**config.mk**
```make
export PLATFORM = sky130hd
export DESIGN_NAME = wsst_status_bank
export DESIGN_NICKNAME = d
export VERILOG_FILES = /design/src/logic/wsst_pkg.sv /design/src/logic/wsst_status_bank.sv
export SDC_FILE = /design/constraint.sdc
export NUM_CORES = 1
export LEC_CHECK = 0
export ABC_CLOCK_PERIOD_IN_PS = 3850
export BUFFER_PORTS_ARGS = -buffer_cell sky130_fd_sc_hd__buf_2
export CAP_MARGIN = 10
export CORE_MARGIN = 4
export CORE_UTILIZATION = 52
export DETAILED_ROUTE_END_ITERATION = 8
export PLACE_DENSITY = 0.91
export RECOVER_POWER = 50
export SKIP_CTS_REPAIR_TIMING = 1
export SKIP_LAST_GASP = 1
export SYNTH_ARGS = -nofsm -noshare
export SYNTH_HDL_FRONTEND = slang
export SYNTH_SLANG_ARGS = --single-unit
```
**constraint.sdc**
```tcl
create_clock -name clk -period 3.85 [get_ports clk]
set_clock_uncertainty 0.05 [all_clocks]
set_input_delay 0.77 -clock clk [delete_from_list [all_inputs] [get_ports clk]]
set_output_delay 0.77 -clock clk [all_outputs]
set_load 0.05 [all_outputs]
```
**src/logic/wsst_pkg.sv**
```systemverilog
// Purpose: constants for the wake and switch status bank
// Assumes: 8-bit registers, each one aligned APB word
// Notes: printed offsets are not all multiples of four, so byte address is four times the index
package wsst_pkg;
    localparam logic [6:0] WSST_IDX_WAKE_SRC = 7'h46;
    localparam logic [6:0] WSST_IDX_GPIO_WAKE = 7'h47;
    localparam logic [6:0] WSST_IDX_LEVEL = 7'h48;
    localparam logic [6:0] WSST_IDX_OVERLOAD = 7'h54;
    localparam logic [6:0] WSST_IDX_OPENLOAD = 7'h55;
    localparam logic [6:0] WSST_IDX_CONTROL = 7'h60;
    localparam logic [6:0] WSST_IDX_IRQ_STATUS = 7'h61;
    localparam logic [6:0] WSST_IDX_IRQ_MASK = 7'h62;
    localparam logic [7:0] WSST_WAKE_SRC_MASK = 8'h37;
    localparam logic [7:0] WSST_GPIO_WAKE_MASK = 8'h30;
    localparam logic [7:0] WSST_SWITCH_MASK = 8'h0F;
    localparam logic [7:0] WSST_RESET_VALUE = 8'h00;
    localparam int WSST_BUS_WAKE_BIT = 5;
    localparam int WSST_TIMER_WAKE_BIT = 4;
    localparam int WSST_GP_TWO_BIT = 5;
    localparam int WSST_GP_ONE_BIT = 4;
    localparam int WSST_DEV_MODE_BIT = 7;
    localparam int WSST_PULLUP_BIT = 6;
    localparam logic [4:0] WSST_IRQ_RESET = 5'h00;
    // gp pin mode codes on gpModeOne/Two
    localparam logic [1:0] WSST_GP_OFF = 2'h0;
    localparam logic [1:0] WSST_GP_WAKE = 2'h1;
    localparam logic [1:0] WSST_GP_SWITCH = 2'h2;
    localparam logic [1:0] WSST_GP_GENERAL = 2'h3;
    typedef enum logic [3:0]
    {
        WSST_ST_NORMAL = 4'h1,
        WSST_ST_STOP = 4'h2,
        WSST_ST_SLEEP = 4'h4,
        WSST_ST_FAILSAFE = 4'h8
    } wsst_mode_t;
endpackage

```
**src/logic/wsst_status_bank.sv**
```systemverilog
// Purpose: sticky wake and high-side diagnostic status registers, plus a non-sticky level register, behind APB
// Assumes: detector pulses come from logic on clk; pin levels and straps are asynchronous
// Notes: restart keeps sticky flags, only srst and clearing reads clear them
//
// Added by the designer: the APB slave port.
`timescale 1ns/100ps
module wsst_status_bank
    import wsst_pkg::*;
(
    input wire logic clk,
    input wire logic srst,
    input wire logic clkEn,
    input wire logic psel,
    input wire logic penable,
    input wire logic pwrite,
    input wire logic [11:0] paddr,
    input wire logic [31:0] pwdata,
    input wire logic [3:0] pstrb,
    output logic [31:0] prdata,
    output logic pready,
    output logic pslverr,
    input wire logic [3:0] deviceMode,
    input wire logic busWakeEvent,
    input wire logic timerWakeEvent,
    input wire logic [2:0] wakePinEvent,
    input wire logic [1:0] gpWakeEvent,
    input wire logic [2:0] wakePinPin,
    input wire logic [2:0] wakeSampleStrobe,
    input wire logic [2:0] wakeCyclic,
    input wire logic [1:0] gpPin,
    input wire logic [1:0] gpModeOne,
    input wire logic [1:0] gpModeTwo,
    input wire logic failOutputTestPin,
    input wire logic pullupConfigPin,
    input wire logic [3:0] switchOverloadEvent,
    input wire logic [3:0] switchOpenLoadEvent,
    input wire logic busSupplyLow,
    output logic busSupplyUndervoltage,
    output logic irq
);
    ////////////////////////////////////////////////////////////////////////
    logic [2:0] wakeMeta, wakeSync;
    logic [1:0] gpMeta, gpSync;
    logic [1:0] strapMeta, strapSync;
    logic uvMeta, uvSync;
    logic [7:0] wakeSrc, gpioWake, overload, openload, levelReg;
    logic transceiverOn;
    logic [4:0] irqStatus, irqMask;
    logic [7:0] next_wakeSrc, next_gpioWake, next_overload, next_openload;
    logic [4:0] irqEvents;
    logic [6:0] index;
    logic accessPhase, readNow, writeNow, mapped;
    logic [7:0] readByte;
    wsst_mode_t modeNow;

    assign modeNow = wsst_mode_t'(deviceMode);
    assign index = paddr[8:2];
    assign accessPhase = psel && penable && pready && clkEn;
    assign readNow = accessPhase && !pwrite && mapped;
    assign writeNow = accessPhase && pwrite && pstrb[0] && mapped;

    // two-stage synchronisers for every pin level
    always_ff @(posedge clk)
    begin
        if (srst)
        begin
            wakeMeta <= 3'h0;
            wakeSync <= 3'h0;
            gpMeta <= 2'h0;
            gpSync <= 2'h0;
            strapMeta <= 2'h0;
            strapSync <= 2'h0;
            uvMeta <= 1'b0;
            uvSync <= 1'b0;
        end
        else if (clkEn)
        begin
            wakeMeta <= wakePinPin;
            wakeSync <= wakeMeta;
            gpMeta <= gpPin;
            gpSync <= gpMeta;
            strapMeta <= {failOutputTestPin, pullupConfigPin};
            strapSync <= strapMeta;
            uvMeta <= busSupplyLow;
            uvSync <= uvMeta;
        end
    end

    ////////////////////////////////////////////////////////////////////////
    // sticky flags: reads of a flag register clear it, set wins
    always_comb
    begin
        next_wakeSrc = wakeSrc;
        next_gpioWake = gpioWake;
        next_overload = overload;
        next_openload = openload;
        // clear only what the read reported, so an event landing in the setup cycle is not wiped unseen
        if (readNow && index == WSST_IDX_WAKE_SRC)
            next_wakeSrc = wakeSrc & ~prdata[7:0];
        if (readNow && index == WSST_IDX_GPIO_WAKE)
            next_gpioWake = gpioWake & ~prdata[7:0];
        if (readNow && index == WSST_IDX_OVERLOAD)
            next_overload = overload & ~prdata[7:0];
        if (readNow && index == WSST_IDX_OPENLOAD)
            next_openload = openload & ~prdata[7:0];
        // wake detector also fires on a wake out of fail-safe
        next_wakeSrc[WSST_BUS_WAKE_BIT] = next_wakeSrc[WSST_BUS_WAKE_BIT] | busWakeEvent;
        next_wakeSrc[WSST_TIMER_WAKE_BIT] = next_wakeSrc[WSST_TIMER_WAKE_BIT] | timerWakeEvent;
        next_wakeSrc[2:0] = next_wakeSrc[2:0] | wakePinEvent;
        next_gpioWake[WSST_GP_TWO_BIT] = next_gpioWake[WSST_GP_TWO_BIT] | gpWakeEvent[1];
        next_gpioWake[WSST_GP_ONE_BIT] = next_gpioWake[WSST_GP_ONE_BIT] | gpWakeEvent[0];
        next_overload[3:0] = next_overload[3:0] | switchOverloadEvent;
        next_openload[3:0] = next_openload[3:0] | switchOpenLoadEvent;
    end

    // srst and clearing reads clear; a restart of the device does not touch these
    always_ff @(posedge clk)
    begin
        if (srst)
        begin
            wakeSrc <= WSST_RESET_VALUE;
            gpioWake <= WSST_RESET_VALUE;
            overload <= WSST_RESET_VALUE;
            openload <= WSST_RESET_VALUE;
        end
        else if (clkEn)
        begin
            wakeSrc <= next_wakeSrc & WSST_WAKE_SRC_MASK;
            gpioWake <= next_gpioWake & WSST_GPIO_WAKE_MASK;
            overload <= next_overload & WSST_SWITCH_MASK;
            openload <= next_openload & WSST_SWITCH_MASK;
        end
    end

    ////////////////////////////////////////////////////////////////////////
    // level register; reserved bit 3 held zero
    genvar gi;
    generate
        for (gi = 0; gi < 3; gi++)
        begin : g_wake_level
            always_ff @(posedge clk)
            begin
                if (srst)
                    levelReg[gi] <= 1'b0;
                else if (clkEn && (!wakeCyclic[gi] || wakeSampleStrobe[gi]))
                    levelReg[gi] <= wakeSync[gi];
            end
        end
    endgenerate

    always_ff @(posedge clk)
    begin
        if (srst)
        begin
            levelReg[7:3] <= 5'h00;
        end
        else if (clkEn)
        begin
            levelReg[3] <= 1'b0;
            levelReg[WSST_DEV_MODE_BIT] <= strapSync[1];
            levelReg[WSST_PULLUP_BIT] <= strapSync[0];
            // gp levels follow the synchronised pin in general mode, or in normal and stop when not off; never sampled cyclically
            if (gpModeOne == WSST_GP_GENERAL || (gpModeOne != WSST_GP_OFF &&
                (modeNow == WSST_ST_NORMAL || modeNow == WSST_ST_STOP)))
                levelReg[WSST_GP_ONE_BIT] <= gpSync[0];
            if (gpModeTwo == WSST_GP_GENERAL || (gpModeTwo != WSST_GP_OFF &&
                (modeNow == WSST_ST_NORMAL || modeNow == WSST_ST_STOP)))
                levelReg[WSST_GP_TWO_BIT] <= gpSync[1];
        end
    end

    ////////////////////////////////////////////////////////////////////////
    // control register bit 0: transceiver mode bit gating the comparator
    always_ff @(posedge clk)
    begin
        if (srst)
        begin
            transceiverOn <= 1'b0;
            busSupplyUndervoltage <= 1'b0;
        end
        else if (clkEn)
        begin
            if (writeNow && index == WSST_IDX_CONTROL)
                transceiverOn <= pwdata[0];
            busSupplyUndervoltage <= transceiverOn && uvSync;
        end
    end

    ////////////////////////////////////////////////////////////////////////
    // interrupts: one bit per flag register plus undervoltage, clear on read
    assign irqEvents = {busSupplyUndervoltage, |switchOpenLoadEvent, |switchOverloadEvent,
                        |gpWakeEvent, busWakeEvent | timerWakeEvent | (|wakePinEvent)};

    always_ff @(posedge clk)
    begin
        if (srst)
        begin
            irqStatus <= WSST_IRQ_RESET;
            irqMask <= WSST_IRQ_RESET;
            irq <= 1'b0;
        end
        else if (clkEn)
        begin
            if (readNow && index == WSST_IDX_IRQ_STATUS)
                irqStatus <= (irqStatus & ~prdata[4:0]) | irqEvents;
            else
                irqStatus <= irqStatus | irqEvents;
            if (writeNow && index == WSST_IDX_IRQ_MASK)
                irqMask <= pwdata[4:0];
            irq <= |(irqStatus & irqMask);
        end
    end

    ////////////////////////////////////////////////////////////////////////
    // APB slave: no wait states, data and pready come from flops
    always_comb
    begin
        mapped = 1'b1;
        readByte = 8'h00;
        if (index == WSST_IDX_WAKE_SRC)
            readByte = wakeSrc;
        else if (index == WSST_IDX_GPIO_WAKE)
            readByte = gpioWake;
        else if (index == WSST_IDX_LEVEL)
            readByte = levelReg;
        else if (index == WSST_IDX_OVERLOAD)
            readByte = overload;
        else if (index == WSST_IDX_OPENLOAD)
            readByte = openload;
        else if (index == WSST_IDX_CONTROL)
            readByte = {7'h00, transceiverOn};
        else if (index == WSST_IDX_IRQ_STATUS)
            readByte = {3'h0, irqStatus};
        else if (index == WSST_IDX_IRQ_MASK)
            readByte = {3'h0, irqMask};
        else
            mapped = 1'b0;
        if (paddr[11:9] != 3'h0 || paddr[1:0] != 2'h0)
            mapped = 1'b0;
    end

    // pready pulses during the access phase so registers update on its edge
    always_ff @(posedge clk)
    begin
        if (srst)
        begin
            pready <= 1'b0;
            prdata <= 32'h0000_0000;
            pslverr <= 1'b0;
        end
        else if (clkEn)
        begin
            pready <= psel && !pready;
            pslverr <= psel && !pready && !mapped;
            prdata <= (psel && !pready && !pwrite && mapped) ? {24'h00_0000, readByte} : 32'h0000_0000;
        end
    end
endmodule

```
==> run metrics <==
RD Place Congestion 0.9155; number of buffers created by CTS 9; Peak VDD IR 0.3084 mV; kind of cell adding the most delay to the critical path simple AND/OR/NAND/NOR gates; CTS Root Cell clkbuf_8; synthesized area per cell 8.653 µm²; biggest area consumer among synthesized cells dfxtp_1; most frequent cell after synthesis dfxtp_1; switch share 0.2476; r2r setup slk 2.02 ns; area of the mapped netlist 0.003080 mm²; total placed cells including tap cells 484; detailed-route DRC error count 0; Die Wd 84.97 µm; number of standard cells in the final layout excluding fillers 500; hpwl dp 5720 µm; fraction of synthesized cell area taken by the top area cell type 0.3964; fraction of registers with async set or reset after synthesis 0; initial cell density of the core 0.5460; Bufs and invs on worst path 1; clock net sink count 61; total wire length after detailed routing 7694 µm; end of the critical path overload[0]; relative max-transition margin 0.2331; count of final setup violators 0; number of primary I/O pins 127; Antenna Diode Count 0; CP Max Fanout 20; overall die height 84.97 µm; total leakage power 0.001475 µW; Std-Cell Rows 27; post-detailed-placement cell area 0.003337 mm²; fraction of power consumed by the clock network 0.457; result of the run finished clean; antenna violations before repair 0; logic depth of the worst path, buffers included 6; element type at the critical path start input port; Avg Vias per Cell 5.678; cells along the critical path clkbuf_1, nand4_1, nor4_4, nand3_1, o21ai_0, a21oi_1; overflow left after global routing 0; Reg2Reg Capture Point overload[0]; Final Max Slew Viols 0; area added between synthesis and finish 16.21%; Routed wire per std cell 15.39 µm; primary flip-flop cell chosen by synthesis mapping dfxtp_1; via count of the routed design 2839; fraction of the yosys area taken by sequential cells 0.3964; DIE AREA 0.007219 mm²; maximum frequency from static timing analysis 0.3458 GHz; final-report hold violation count 0; critical path launch point clkEn; Max Cap Violations 0; setup repair after global routing missed its margin no; Nets 514; share of layout cells above drive strength 1 0.2126; fin area 0.003580 mm²; share of total power in combinational logic 0.122; Final Total Pwr 1595 µW; number of global-route vias before repair 2613; clock edge transition at the registers on the reported setup and hold paths 0.07 ns; Period minus WS final 2.892 ns; required time reported for the critical path endpoint 4.00 ns; H-tree levels 3; number of library cell types mapped by synthesis 55; Hold WC Path Type reg2reg; CTS tree yes; Detailed Routing Iterations Pass 1 5; areal power density over the cells 445.6 mW/mm²; global-route total usage across every layer 0.2089; share of the cycle needed by the critical path after routing 0.7512; source-to-sink clock delay at the later pin of the worst-skew pair 0.35 ns; Area contributors post-synth dfxtp_1 40%, mux2i_1 8.8%, buf_4 5.8%, nor2_1 5.7%, a21oi_1 4.5%; measured slew at the worst slew-check pin 1.150 ns; port buffer count 72; number of buffers on the longest clock path 2; design internal power 1200 µW; count of state elements after synthesis 61; sw power 395.0 µW; Yosys warnings 0; delay of the slowest cell on the worst path 0.83 ns; Total Negative Setup Slacks 0 ns; Floorplan Core Area 0.005642 mm²; Syn Inst Count 356; cell with the largest stage delay on the worst path clkbuf_1; global-route wire length before repair 12120 µm; Worst Path Class, Setup in2reg; arrival time of the worst setup path 3.05 ns; violation count after the first detailed-route iteration 229; number of enable-type register cells in the synthesized netlist 0; sequential power share 0.421; fraction of the core area covered by cells at the end of the flow 0.6345; Post-DRT Antenna Nets 0; number of cells on the worst reg-to-reg path 5; pin count of the biggest net entering global routing 38; R2R Path Start pready; type of destination of the critical path register; list of most frequent post-synthesis cells 61 x dfxtp_1, 47 x nor2_1, 28 x a21oi_1
power by group through the flow:
stage / sequential [µW] / clock (µW) / combinational (µW)
3_3_place_gp: 685 / 0 / 187
5_1_grt: 673 / 764 / 210
4_1_cts: 671 / 735 / 193
6_report: 672 / 729 / 194
3_5_place_dp: 685 / 0 / 192
2_1_floorplan: 686 / 0 / 156
layer usage:
metal	up-vias	GRT usage	part of all wire
met1	1329	0.2564	0.41
met4	0	0.05180	0.014
met3	12	0.07184	0.093
met2	138	0.3503	0.48
li1	1360	-	-
met5	-	0	0
cells by family (layout without fill, tap and decap cells):
kind of cell | Yosys count | count (layout) | share of synthesized area
adders and majority gates | 2 | 2 | 0.006499
AOI/OAI and AO/OA | 89 | 89 | 0.1897
and+or+nand+nor | 120 | 120 | 0.2002
DFF | 61 | 61 | 0.3964
other | 1 | 24 | 0.001217
muxes | 28 | 28 | 0.09139
buffers and inverters | 54 | 103 | 0.1117
xor gates and xnor gates | 1 | 1 | 0.002844
sequential cells by signal, summed over array words and instances, names as in the netlist, 2 cells and up:
| name | count |
|---|---|
| strapMeta | 2 |
| openload | 4 |
| gpioWake | 2 |
| wakeSrc | 5 |
| gpMeta | 2 |
| strapSync | 2 |
| prdata | 8 |
| wakeSync | 3 |
| wakeMeta | 3 |
| irqStatus | 5 |
| levelReg | 7 |
| overload | 4 |
| gpSync | 2 |
| irqMask | 5 |
through the flow:
step | worst slack [ns] | hold WS [ns]
detailed placement | 1.200 | 0.4148
global placement | 1.223 | 0.4065
global route | 0.7817 | 0.4448
floorplan | 1.601 | 0.3972
CTS | 1.509 | 0.4243
finish | 0.9579 | 0.4266
worst reg2reg max path: stages (launching register included):
cell and delay (ns):
dfxtp_1 0.37, nand4_1 0.19, nor4_4 0.50, nand3_1 0.24, o21ai_0 0.24, a21oi_1 0.10
cell usage in the layout (no fill, tap or decap), types with 9 or more instances in the layout:
cell type   n
a21oi_1    28
buf_2      59
clkbuf_1   14
clkbuf_8   12
conb_1     24
dfxtp_1    61
inv_1      13
mux2i_1    27
nand2_1    22
nor2_1     47
nor3_1      9
o21ai_0    26
cell type report:
cell class | count | area (µm²)
Fill cell | 482 | 2062
Multi-Input combinational cell | 264 | 1602
Sequential cell | 61 | 1221
Timing Repair Buffer | 74 | 359.1
Clock buffer | 13 | 168.9
Clock inverter | 3 | 90.09
Tap cell | 72 | 90.09
Inverter | 13 | 48.80
how the worst min path moves through the flow:
| stage | startpoint | end | cells after the start |
|---|---|---|---|
| 3_5_place_dp | gpSync[1] | levelReg[5] | 2 |
| 3_3_place_gp | gpSync[1] | levelReg[5] | 2 |
| 2_1_floorplan | levelReg[6] | prdata[6] | 2 |
| 6_report | gpSync[0] | levelReg[4] | 2 |
| 4_1_cts | gpSync[1] | levelReg[5] | 2 |
| 5_1_grt | gpSync[1] | levelReg[5] | 2 |
Note: power is estimated with default switching activity, not from simulation.
